**src/include/limit_pkg.sv**
```systemverilog
// shared constants, types and decoders of the housekeeping limit monitor
package limit_pkg;

  localparam int NUM_PARAMS = 11;
  localparam int IDX_W = 4;
  localparam int LEVEL_W = 16;
  localparam int CODE_W = 16;
  localparam int NUM_UNITS = 5;
  localparam int DANGER_SAMPLES = 2;
  localparam int CNT_W = 2;

  typedef logic [LEVEL_W-1:0] level_type;
  typedef logic [CODE_W-1:0] code_type;
  typedef logic [IDX_W-1:0] index_type;
  typedef logic [NUM_UNITS-1:0] unit_mask_type;
  typedef logic [CNT_W-1:0] count_type;

  // what a danger on a parameter switches off
  typedef enum logic [1:0] {CLASS_UNIT, CLASS_ION, CLASS_MAGREF, CLASS_WARN_ONLY} class_type;

  // parameter slots in the sample index space
  localparam index_type IDX_POS5 = 4'h0;
  localparam index_type IDX_NEG5 = 4'h1;
  localparam index_type IDX_POS12 = 4'h2;
  localparam index_type IDX_NEG12 = 4'h3;
  localparam index_type IDX_28V = 4'h4;
  localparam index_type IDX_UNIT_TEMP = 4'h5;
  localparam index_type IDX_ION_TEMP_A = 4'h6;
  localparam index_type IDX_ION_TEMP_B = 4'h7;
  localparam index_type IDX_MAG_REF_A = 4'h8;
  localparam index_type IDX_MAG_REF_B = 4'h9;
  localparam index_type IDX_MAG_TEMP_DIFF = 4'ha;

  // power bit of each subunit
  localparam int UNIT_ION = 0;
  localparam int UNIT_ELECTRON = 1;
  localparam int UNIT_LANGMUIR = 2;
  localparam int UNIT_MAGNETO = 3;
  localparam int UNIT_PROBE = 4;
  localparam unit_mask_type NO_UNITS = 5'h00;
  localparam unit_mask_type ALL_UNITS = 5'h1f;
  localparam unit_mask_type ION_MASK = 5'h01;
  localparam unit_mask_type MAG_MASK = 5'h08;
  localparam unit_mask_type PROBE_MASK = 5'h10;
  localparam unit_mask_type POWER_RESET = 5'h00;

  localparam class_type PARAM_CLASS [NUM_PARAMS] = '{CLASS_UNIT, CLASS_UNIT, CLASS_UNIT, CLASS_UNIT,
    CLASS_UNIT, CLASS_UNIT, CLASS_ION, CLASS_ION, CLASS_MAGREF, CLASS_MAGREF, CLASS_WARN_ONLY};
  localparam code_type PARAM_CODE [NUM_PARAMS] = '{16'h0003, 16'h0006, 16'h0009, 16'h000b, 16'h000f,
    16'h0012, 16'h0020, 16'h0021, 16'h0030, 16'h0031, 16'h0032};

  // preset limits; a level at or beyond a bound counts as reached
  localparam level_type WARN_LO [NUM_PARAMS] = '{default: 16'h0400};
  localparam level_type WARN_HI [NUM_PARAMS] = '{default: 16'h0c00};
  localparam level_type DANGER_LO [NUM_PARAMS] = '{default: 16'h0200};
  localparam level_type DANGER_HI [NUM_PARAMS] = '{default: 16'h0e00};

  // event identifiers: values are arbitrary
  localparam code_type WARNING_EVENT_ID = 16'h0101;
  localparam code_type DANGER_EVENT_ID = 16'h0102;
  localparam code_type PROBE_WATCHDOG_EVENT_ID = 16'h0103;
  localparam code_type WATCHDOG_CODE = 16'h00ff;
  localparam level_type ZERO_LEVEL = 16'h0000;

  function automatic logic outside(input level_type v, input level_type lo, input level_type hi);
    return (v <= lo) || (v >= hi);
  endfunction : outside

  function automatic unit_mask_type class_mask(input class_type c);
    unit_mask_type m;
    m = NO_UNITS;
    unique case (c)
      CLASS_UNIT: m = ALL_UNITS;
      CLASS_ION: m = ION_MASK;
      CLASS_MAGREF: m = MAG_MASK;
      CLASS_WARN_ONLY: m = NO_UNITS;
    endcase
    return m;
  endfunction : class_mask

  function automatic logic is_unit_code(input code_type c);
    logic hit;
    hit = 1'b0;
    for (int i = 0; i < NUM_PARAMS; i++) begin
      if (PARAM_CLASS[i] == CLASS_UNIT && PARAM_CODE[i] == c) begin
        hit = 1'b1;
      end
    end
    return hit;
  endfunction : is_unit_code

endpackage : limit_pkg

```
**src/include/check_if.sv**
```systemverilog
// carrier between the sequencer and the limit checker
`timescale 1ns/10ps
interface check_if;
  logic sample_valid;
  limit_pkg::index_type sample_index;
  limit_pkg::level_type sample_level;
  logic res_valid;
  logic res_warn;
  logic res_danger;
  limit_pkg::index_type res_index;
  limit_pkg::level_type res_level;

  modport judge (input sample_valid, input sample_index, input sample_level,
    output res_valid, output res_warn, output res_danger, output res_index, output res_level);
  modport sequencer (output sample_valid, output sample_index, output sample_level,
    input res_valid, input res_warn, input res_danger, input res_index, input res_level);
endinterface : check_if

```
**src/core/limit_monitor.sv**
```systemverilog
// autonomous housekeeping limit monitor: sequencer, power actions and events
//
// Overview of operation
// - Check every housekeeping sample offered and act alone when it leaves its bounds.
// - Dangerous failures power the affected subunits off (all of them for own parameters); harmless ones only produce an event.
// - Own supply or temperature danger also requests a full suite shutdown from spacecraft.
// - Warning level reached without declared danger raises the warning event, with no power action.
// - Danger is declared only after two consecutive samples at or beyond danger level.
// - Own supply or temperature danger powers every subunit off before the danger event.
// - Each danger event carries the offending parameter code and its sampled level.
// - Ion analyser temperature danger powers only the ion analyser off, then the event.
// - Magnetometer reference danger powers only the magnetometer off, then the event.
// - Probe watchdog alarm powers the probe off and raises the watchdog event.
`timescale 1ns/10ps
module limit_monitor (
  // clock and reset
  input wire logic i_mclk,
  input wire logic i_reset,
  // housekeeping samples
  input wire logic i_sample_valid,
  input wire limit_pkg::index_type i_sample_index,
  input wire limit_pkg::level_type i_sample_level,
  output logic o_sample_ready,
  // probe watchdog alarm, level
  input wire logic i_probe_wdog_alarm,
  // subunit power
  input wire limit_pkg::unit_mask_type i_power_on,
  output limit_pkg::unit_mask_type o_power_en,
  // event packets
  output logic o_event_valid,
  output limit_pkg::code_type o_event_id,
  output limit_pkg::code_type o_event_code,
  output limit_pkg::level_type o_event_level,
  // suite shutdown request to the spacecraft
  output logic o_shutdown_req
);

  typedef enum logic [1:0] {ST_IDLE, ST_WAIT, ST_OFF, ST_EMIT} state_type;

  state_type state_q;
  logic ready_q;
  logic ready_d;
  logic alarm_prev_q;
  logic wdog_rise;
  logic wdog_pend_q;
  logic wdog_pend_d;
  logic wdog_take;
  logic accept;
  logic res_quiet;
  logic next_idle;
  limit_pkg::unit_mask_type off_mask_q;
  limit_pkg::unit_mask_type off_req;
  logic shut_q;
  limit_pkg::code_type id_q;
  limit_pkg::code_type code_q;
  limit_pkg::level_type level_q;
  logic event_valid_q;
  logic shutdown_q;
  limit_pkg::class_type res_class;
  limit_pkg::code_type res_code;

  check_if chk ();

  assign accept = i_sample_valid && ready_q;
  assign chk.sample_valid = accept;
  assign chk.sample_index = i_sample_index;
  assign chk.sample_level = i_sample_level;

  limit_checker u_checker (
    .i_mclk (i_mclk),
    .i_reset (i_reset),
    .chk (chk.judge)
  );

  // indices beyond the table never raise danger, so their class is irrelevant
  assign res_class = (chk.res_index < limit_pkg::index_type'(limit_pkg::NUM_PARAMS)) ?
    limit_pkg::PARAM_CLASS[chk.res_index] : limit_pkg::CLASS_WARN_ONLY;
  assign res_code = (chk.res_index < limit_pkg::index_type'(limit_pkg::NUM_PARAMS)) ?
    limit_pkg::PARAM_CODE[chk.res_index] : limit_pkg::code_type'(chk.res_index);

  // watchdog alarm: input is synchronous, so a plain edge detect suffices
  assign wdog_rise = i_probe_wdog_alarm && !alarm_prev_q;
  assign wdog_take = (state_q == ST_IDLE) && wdog_pend_q;
  assign wdog_pend_d = wdog_rise || (wdog_pend_q && !wdog_take);

  always_ff @(posedge i_mclk or posedge i_reset) begin
    if (i_reset) begin
      alarm_prev_q <= 1'b0;
    end else begin
      alarm_prev_q <= i_probe_wdog_alarm;
    end
  end

  // a new alarm arriving as the old one is taken stays pending
  always_ff @(posedge i_mclk or posedge i_reset) begin
    if (i_reset) begin
      wdog_pend_q <= 1'b0;
    end else begin
      wdog_pend_q <= wdog_pend_d;
    end
  end

  assign res_quiet = chk.res_valid && !chk.res_warn && !chk.res_danger;
  assign next_idle = (state_q == ST_IDLE && !wdog_take && !accept) ||
    (state_q == ST_WAIT && res_quiet) || (state_q == ST_EMIT);
  // one sample in flight at a time; a pending alarm holds off new samples
  assign ready_d = next_idle && !wdog_pend_d;

  always_ff @(posedge i_mclk or posedge i_reset) begin
    if (i_reset) begin
      ready_q <= 1'b0;
    end else begin
      ready_q <= ready_d;
    end
  end

  always_ff @(posedge i_mclk or posedge i_reset) begin
    if (i_reset) begin
      state_q <= ST_IDLE;
    end else begin
      unique case (state_q)
        ST_IDLE: begin
          if (wdog_take) begin
            state_q <= ST_OFF;
          end else if (accept) begin
            state_q <= ST_WAIT;
          end
        end
        ST_WAIT: begin
          if (chk.res_valid && chk.res_danger) begin
            state_q <= ST_OFF;
          end else if (chk.res_valid && chk.res_warn) begin
            state_q <= ST_EMIT;
          end else if (chk.res_valid) begin
            state_q <= ST_IDLE;
          end
        end
        ST_OFF: state_q <= ST_EMIT;
        ST_EMIT: state_q <= ST_IDLE;
      endcase
    end
  end

  // latch what the pending event and power action will be
  always_ff @(posedge i_mclk or posedge i_reset) begin
    if (i_reset) begin
      off_mask_q <= limit_pkg::NO_UNITS;
      shut_q <= 1'b0;
      id_q <= '0;
      code_q <= '0;
      level_q <= '0;
    end else if (wdog_take) begin
      off_mask_q <= limit_pkg::PROBE_MASK;
      shut_q <= 1'b0;
      id_q <= limit_pkg::PROBE_WATCHDOG_EVENT_ID;
      code_q <= limit_pkg::WATCHDOG_CODE;
      level_q <= limit_pkg::ZERO_LEVEL;
    end else if (state_q == ST_WAIT && chk.res_valid && (chk.res_warn || chk.res_danger)) begin
      off_mask_q <= chk.res_danger ? limit_pkg::class_mask(res_class) : limit_pkg::NO_UNITS;
      shut_q <= chk.res_danger && res_class == limit_pkg::CLASS_UNIT;
      id_q <= chk.res_danger ? limit_pkg::DANGER_EVENT_ID : limit_pkg::WARNING_EVENT_ID;
      code_q <= res_code;
      level_q <= chk.res_level;
    end
  end

  assign off_req = (state_q == ST_OFF) ? off_mask_q : limit_pkg::NO_UNITS;

  power_switch #(
    .UNITS (limit_pkg::NUM_UNITS)
  ) u_power (
    .i_mclk (i_mclk),
    .i_reset (i_reset),
    .i_on_req (i_power_on),
    .i_off_req (off_req),
    .o_power_en (o_power_en)
  );

  // the event leaves one cycle after the power enables have dropped
  always_ff @(posedge i_mclk or posedge i_reset) begin
    if (i_reset) begin
      event_valid_q <= 1'b0;
      shutdown_q <= 1'b0;
    end else begin
      event_valid_q <= (state_q == ST_EMIT);
      shutdown_q <= (state_q == ST_EMIT) && shut_q;
    end
  end

  assign o_sample_ready = ready_q;
  assign o_event_valid = event_valid_q;
  assign o_event_id = id_q;
  assign o_event_code = code_q;
  assign o_event_level = level_q;
  assign o_shutdown_req = shutdown_q;

  chk_ready_only_idle: assert property (@(posedge i_mclk) disable iff (i_reset)
    o_sample_ready |-> (state_q == ST_IDLE && !wdog_pend_q))
    else $error("sample ready outside idle");

  chk_off_applied: assert property (@(posedge i_mclk) disable iff (i_reset)
    (state_q == ST_OFF) |=> ((o_power_en & off_mask_q) == limit_pkg::NO_UNITS))
    else $error("offending units still powered after off step");

  chk_danger_after_off: assert property (@(posedge i_mclk) disable iff (i_reset)
    (chk.res_valid && chk.res_danger && state_q == ST_WAIT) |=>
      (state_q == ST_OFF) ##1 (state_q == ST_EMIT) ##1 (o_event_valid && o_event_id == limit_pkg::DANGER_EVENT_ID))
    else $error("danger event not preceded by power off step");

  chk_danger_fields: assert property (@(posedge i_mclk) disable iff (i_reset)
    (chk.res_valid && chk.res_danger && state_q == ST_WAIT) |-> ##3
      (o_event_code == $past(res_code, 3) && o_event_level == $past(chk.res_level, 3)))
    else $error("danger event carries wrong parameter or level");

  chk_warn_no_power: assert property (@(posedge i_mclk) disable iff (i_reset)
    (chk.res_valid && chk.res_warn && !chk.res_danger && state_q == ST_WAIT) |=>
      (off_mask_q == limit_pkg::NO_UNITS) ##1 (o_event_valid && o_event_id == limit_pkg::WARNING_EVENT_ID && !o_shutdown_req))
    else $error("warning event missing or caused power action");

  chk_ion_only_off: assert property (@(posedge i_mclk) disable iff (i_reset)
    (state_q == ST_WAIT && chk.res_danger && res_class == limit_pkg::CLASS_ION) |=> (off_mask_q == limit_pkg::ION_MASK))
    else $error("ion analyser danger switched the wrong units");

  chk_mag_only_off: assert property (@(posedge i_mclk) disable iff (i_reset)
    (state_q == ST_WAIT && chk.res_danger && res_class == limit_pkg::CLASS_MAGREF) |=> (off_mask_q == limit_pkg::MAG_MASK))
    else $error("magnetometer danger switched the wrong units");

  chk_unit_all_off: assert property (@(posedge i_mclk) disable iff (i_reset)
    (state_q == ST_WAIT && chk.res_danger && res_class == limit_pkg::CLASS_UNIT) |=>
      (off_mask_q == limit_pkg::ALL_UNITS && shut_q))
    else $error("own-parameter danger did not select all units");

  chk_shutdown_code: assert property (@(posedge i_mclk) disable iff (i_reset)
    o_shutdown_req |-> (o_event_valid && o_event_id == limit_pkg::DANGER_EVENT_ID && limit_pkg::is_unit_code(o_event_code)))
    else $error("shutdown requested without own-parameter danger event");

  chk_wdog_event: assert property (@(posedge i_mclk) disable iff (i_reset)
    wdog_rise |-> ##[2:8] (o_event_valid && o_event_id == limit_pkg::PROBE_WATCHDOG_EVENT_ID))
    else $error("watchdog alarm not answered by its event");

  chk_wdog_probe_off: assert property (@(posedge i_mclk) disable iff (i_reset)
    (state_q == ST_OFF && id_q == limit_pkg::PROBE_WATCHDOG_EVENT_ID) |=> !o_power_en[limit_pkg::UNIT_PROBE])
    else $error("probe still powered after watchdog alarm");

  cov_danger_event: cover property (@(posedge i_mclk) disable iff (i_reset)
    o_event_valid && o_event_id == limit_pkg::DANGER_EVENT_ID);
  cov_warning_event: cover property (@(posedge i_mclk) disable iff (i_reset)
    o_event_valid && o_event_id == limit_pkg::WARNING_EVENT_ID);
  cov_wdog_event: cover property (@(posedge i_mclk) disable iff (i_reset)
    o_event_valid && o_event_id == limit_pkg::PROBE_WATCHDOG_EVENT_ID);
  cov_shutdown: cover property (@(posedge i_mclk) disable iff (i_reset) o_shutdown_req);

endmodule : limit_monitor

```
**src/core/power_switch.sv**
```systemverilog
// per-subunit power enables with command-on and monitor-off
`timescale 1ns/10ps
module power_switch #(
  parameter int UNITS = limit_pkg::NUM_UNITS
) (
  // clock and reset
  input wire logic i_mclk,
  input wire logic i_reset,
  // requests
  input wire logic [UNITS-1:0] i_on_req,
  input wire logic [UNITS-1:0] i_off_req,
  // enables
  output logic [UNITS-1:0] o_power_en
);

  genvar u;
  generate
    for (u = 0; u < UNITS; u++) begin : g_unit
      // off beats on: a unit being made safe must not come back in the same cycle
      always_ff @(posedge i_mclk or posedge i_reset) begin
        if (i_reset) begin
          o_power_en[u] <= limit_pkg::POWER_RESET[u];
        end else if (i_off_req[u]) begin
          o_power_en[u] <= 1'b0;
        end else if (i_on_req[u]) begin
          o_power_en[u] <= 1'b1;
        end
      end
    end
  endgenerate

endmodule : power_switch

```
**src/core/limit_checker.sv**
```systemverilog
// limit comparison and consecutive-danger counting per parameter
`timescale 1ns/10ps
module limit_checker (
  // clock and reset
  input wire logic i_mclk,
  input wire logic i_reset,
  // samples in, verdicts out
  check_if.judge chk
);

  localparam int N = limit_pkg::NUM_PARAMS;

  limit_pkg::count_type count_q [N];
  logic in_range;
  logic beyond_danger;
  logic warn_hit;
  logic can_danger;
  limit_pkg::count_type cur_count;

  assign in_range = chk.sample_index < limit_pkg::index_type'(N);
  assign beyond_danger = in_range && limit_pkg::outside(chk.sample_level,
    limit_pkg::DANGER_LO[chk.sample_index], limit_pkg::DANGER_HI[chk.sample_index]);
  assign warn_hit = in_range && limit_pkg::outside(chk.sample_level,
    limit_pkg::WARN_LO[chk.sample_index], limit_pkg::WARN_HI[chk.sample_index]);
  assign can_danger = in_range && limit_pkg::PARAM_CLASS[chk.sample_index] != limit_pkg::CLASS_WARN_ONLY;
  assign cur_count = in_range ? count_q[chk.sample_index] : '0;

  genvar p;
  generate
    for (p = 0; p < N; p++) begin : g_count
      always_ff @(posedge i_mclk or posedge i_reset) begin
        if (i_reset) begin
          count_q[p] <= '0;
        end else if (chk.sample_valid && chk.sample_index == limit_pkg::index_type'(p)) begin
          if (!beyond_danger) begin
            count_q[p] <= '0;
          end else if (count_q[p] != limit_pkg::count_type'(limit_pkg::DANGER_SAMPLES)) begin
            count_q[p] <= count_q[p] + limit_pkg::count_type'(1);
          end
        end
      end
    end
  endgenerate

  always_ff @(posedge i_mclk or posedge i_reset) begin
    if (i_reset) begin
      chk.res_valid <= 1'b0;
      chk.res_warn <= 1'b0;
      chk.res_danger <= 1'b0;
      chk.res_index <= '0;
      chk.res_level <= '0;
    end else begin
      chk.res_valid <= chk.sample_valid;
      chk.res_warn <= chk.sample_valid && warn_hit;
      // this sample is the second or a later one in a row at danger level
      chk.res_danger <= chk.sample_valid && beyond_danger && can_danger &&
        (cur_count >= limit_pkg::count_type'(limit_pkg::DANGER_SAMPLES - 1));
      chk.res_index <= chk.sample_index;
      chk.res_level <= chk.sample_level;
    end
  end

  chk_first_danger_quiet: assert property (@(posedge i_mclk) disable iff (i_reset)
    (chk.sample_valid && beyond_danger && cur_count == '0) |=> !chk.res_danger)
    else $error("danger declared on first sample at danger level");
  chk_second_danger_fires: assert property (@(posedge i_mclk) disable iff (i_reset)
    (chk.sample_valid && beyond_danger && can_danger && cur_count == 2'h1) |=> chk.res_danger)
    else $error("danger missed on second consecutive sample");
  chk_warn_flagged: assert property (@(posedge i_mclk) disable iff (i_reset)
    (chk.sample_valid && warn_hit) |=> (chk.res_valid && chk.res_warn))
    else $error("warning level not flagged");

endmodule : limit_checker

```
**config.mk**
```make
export PLATFORM = sky130hd
export DESIGN_NAME = limit_monitor
export DESIGN_NICKNAME = d
export VERILOG_FILES = /design/src/include/limit_pkg.sv /design/src/include/check_if.sv /design/src/core/limit_monitor.sv /design/src/core/power_switch.sv /design/src/core/limit_checker.sv
export SDC_FILE = /design/constraint.sdc
export NUM_CORES = 1
export LEC_CHECK = 0
export BUFFER_PORTS_ARGS = -buffer_cell sky130_fd_sc_hd__buf_4
export CORE_ASPECT_RATIO = 1.2
export CORE_MARGIN = 3
export CORE_UTILIZATION = 50
export DETAILED_ROUTE_END_ITERATION = 10
export PLACE_DENSITY = 0.74
export REMOVE_ABC_BUFFERS = 1
export SETUP_SLACK_MARGIN = 0.05
export SYNTH_ARGS = -nofsm -noshare
export SYNTH_HDL_FRONTEND = slang
export SYNTH_SLANG_ARGS = --single-unit
```
**constraint.sdc**
```tcl
create_clock -name i_mclk -period 4.1 [get_ports i_mclk]
set_clock_uncertainty 0.2 [all_clocks]
set_input_delay 0.82 -clock i_mclk [delete_from_list [all_inputs] [get_ports i_mclk]]
set_output_delay 0.82 -clock i_mclk [all_outputs]
set_load 0.01 [all_outputs]
```
==> results.cfg <==
[status]
status = complete, no violations

[timing]
drv_slew = 0
setup_violations = 0
max_slew.worst_pin.slew_ns = 0.9211
maxSlewHeadroom_pct = 38.53
period_needed_ns = 2.635
timing.setup.tns_ns = 0
hold_slack_ns = 0.2636
hold_viol = 0
period_share_pct = 64.28
rsz0062_at_grt = no
max_freq_ghz = 0.3795

[floorplanning]
core_sq_mm = 0.007487
start_util_pct = 52.84
ios = 85
die_w_um = 87.20
dieArea_sq_mm = 0.009020
dieHeight_um = 103.4
fp-row-count = 34

[global_routing]
antenna_found_initial = 0
gr-total-overflow = 0
grt_pass1_wl_um = 12680
grt_max_degree = 56
grt_pass1_vias = 2671
track_usage_pct = 18.16

[clocking]
h-tree-depth = 3
cts_buffers = 9
cts_buffer_depth = 2
cts_setup_buffers = 0
holdBufCountCts = 0
cts_tree = yes
clk_latency_ns = 0.37
cts.sinks = 88
ctsResizeCount = 0
clkTransAtPathRegs_ns = 0.09
ctsRootBufferMaster = clkbuf_8

[critical_path]
path_class = input pin to flip-flop
cp-startpoint = i_sample_level[12]
rr_startpoint = state_q[1]$_DFFE_PP0P_
end_kind = flip-flop
crit_family = compound AO/OA/AOI/OAI gates
cp-start-kind = input pin
arrival_ns = 2.67
slowest_stage = nor4_1
cp_max_fo = 15
cp_num_cells = 5
required_ns = 4.13
crit_end = u_checker.count_q[13]$_DFFE_PP0P_
cp_cell_sequence = buf_4 > nor4_1 > o2111ai_2 > a31oi_1 > o22ai_1
r2r_end = o_event_code[1]$_DFFE_PP0P_
cpPeakStageDelay_ns = 0.66
reg2regPathDepth = 3
crit_buf_inv = 1
r2r_slack_ns = 2.06

[drt]
drt_iter0_markers = 106
routed_wl_um = 7931
remaining_drc_errors = 0
routedWlPerCell_um = 15.22
via_per_inst = 5.382
first_pass_iters = 4
vias = 2804
ant_nets = 0

[power]
powerDensity_mw_per_mm2 = 474.6
seqPwrFrac_pct = 50.3
p_int_w = 0.001451
swShare_pct = 33.80
p_leak_nw = 2.174
power.share.clock_pct = 27.2
p_comb_share_pct = 22.5
power_switching_w = 0.0007411
ir_drop_mv = 0.3313

[place]
dp_hpwl_um = 5801
io_buffers = 63
gp_congestion = 0.8106

[yosys]
synth_top_family_by_area = compound AO/OA/AOI/OAI gates
synth_area_sq_mm = 0.003956
synth-xor-area-share_pct = 0
ys_async_sr_fraction_pct = 100.0
synthFlopType = dfrtp_1
synth_cells = 363
ys_seq_area_share_pct = 55.66
synthSimpleGateAreaFrac_pct = 12.11
yosys-top-cells-area = dfrtp_1 (56%), ha_1 (5.1%), buf_4 (4.4%), a22o_1 (3.5%), inv_1 (2.8%)
synth_compound_area_share_pct = 15.75
avgSynthCellArea_sq_um = 10.90
synth_fa_ha_area_share_pct = 5.060
synthMuxAreaShare_pct = 3.099
synth-edff-count = 0
synth_top_area_share_pct = 55.66
synth_cell_types = 46
yosys.area.top_type = dfrtp_1
yosys_warnings = 0
ys_seq_elements = 88

[layout]
areaGrowthSynthToFinish_pct = 16.76
nets = 471
final_cell_mix = dfrtp_1 (88), buf_4 (65), inv_1 (29)
layout-drive-gt1-share_pct = 20.65
antenna-diode-count = 0
finish.utilization_pct = 61.70
mostFrequentLayoutCell = dfrtp_1

[job]
cap_violations = 0

[hold_path]
holdCritPathClass = flip-flop to flip-flop
-- power groups by stage --
| stage | sequential [W] | combinational [W] | clock (W) |
|---|---|---|---|
| final | 0.00110 | 0.000493 | 0.000597 |
| after global routing | 0.00112 | 0.000564 | 0.000653 |
| after CTS | 0.00110 | 0.000501 | 0.000606 |
| after detailed placement | 0.00112 | 0.000499 | 0 |
| after global placement | 0.00111 | 0.000471 | 0 |
| after floorplan | 0.00111 | 0.000319 | 0 |
-- synthesized netlist by cell type (3+ instances only) --
| library cell | n |
|---|---|
| nor3_1 | 4 |
| inv_1 | 30 |
| dfrtp_1 | 88 |
| a21o_1 | 4 |
| a21oi_1 | 21 |
| clkbuf_1 | 8 |
| ha_1 | 16 |
| nand2b_1 | 6 |
| nand3_1 | 3 |
| nand4b_1 | 3 |
| a31oi_1 | 10 |
| or3_1 | 7 |
| nor2_1 | 24 |
| a22o_1 | 16 |
| buf_4 | 23 |
| mux2i_1 | 10 |
| nor2b_1 | 9 |
| nand2_1 | 25 |
| o21a_1 | 3 |
| o21ai_0 | 10 |
| o22ai_1 | 13 |
-- kinds of logic after synthesis --
logic type               Yosys count
AND/OR/NAND/NOR                   93
AO/OA/AOI/OAI                     91
flip-flops                        88
buffers and inverters             63
adder cells (fa/ha/maj)           16
multiplexers                      11
other                              1
-- per-stage QoR --
step | cell area [sq um] | total power [W] | instances | worst slack (ns)
after floorplan | 3819 | 0.001426 | 350 | 0.8014
after global placement | 4420 | 0.001582 | 505 | 1.279
after detailed placement | 4420 | 0.001618 | 505 | 1.138
after CTS | 4619 | 0.002209 | 521 | 1.506
after global routing | 4619 | 0.002338 | 521 | 1.351
final | 4619 | 0.002192 | 521 | 1.465
-- registers in the layout (all words and copies together) (netlist names) --
name and flops:
u_power.o_power_en 5, shut_q 1, o_event_level 16, u_checker.chk.res_index 4
o_sample_ready 1, alarm_prev_q 1, u_checker.count_q 22, o_event_id 3
wdog_pend_q 1, u_checker.chk.res_valid 1, u_checker.chk.res_danger 1, u_checker.chk.res_warn 1
u_checker.chk.res_level 16, o_event_code 7, state_q 2, off_mask_q 4
o_shutdown_req 1, o_event_valid 1
-- worst min-delay path by stage --
stage,depth (start not counted),startpoint,to,slack (ns)
after CTS,1,off_mask_q[4]$_DFFE_PP0P_,u_power.o_power_en[4]$_DFFE_PP0P_,0.26
after floorplan,1,off_mask_q[0]$_DFFE_PP0P_,u_power.o_power_en[0]$_DFFE_PP0P_,0.22
final,1,off_mask_q[4]$_DFFE_PP0P_,u_power.o_power_en[4]$_DFFE_PP0P_,0.26
after global routing,1,off_mask_q[4]$_DFFE_PP0P_,u_power.o_power_en[4]$_DFFE_PP0P_,0.28
after global placement,1,off_mask_q[0]$_DFFE_PP0P_,u_power.o_power_en[0]$_DFFE_PP0P_,0.23
after detailed placement,1,off_mask_q[4]$_DFFE_PP0P_,u_power.o_power_en[4]$_DFFE_PP0P_,0.25
-- area by class of cell --
cell class	count	area, sq um
sequential	88	2202
timing repair buffer	65	488.0
tap	90	112.6
clock buffer	9	123.9
inverter	30	113.9
clock inverter	7	75.07
multi-input combinational	232	1504
fill	629	2868
-- routing by layer --
metal | global-route usage, % | routed length (um) | share of wire [%] | vias to the layer above
li1 | - | - | - | 1366
met4 | 5.077 | 82 | 1.0 | 0
met5 | 0 | 0 | 0 | -
met1 | 23.62 | 3375 | 43 | 1378
met3 | 5.468 | 332 | 4.2 | 7
met2 | 29.69 | 4141 | 52 | 53
No activity file was read; power rests on OpenSTA's default activity.
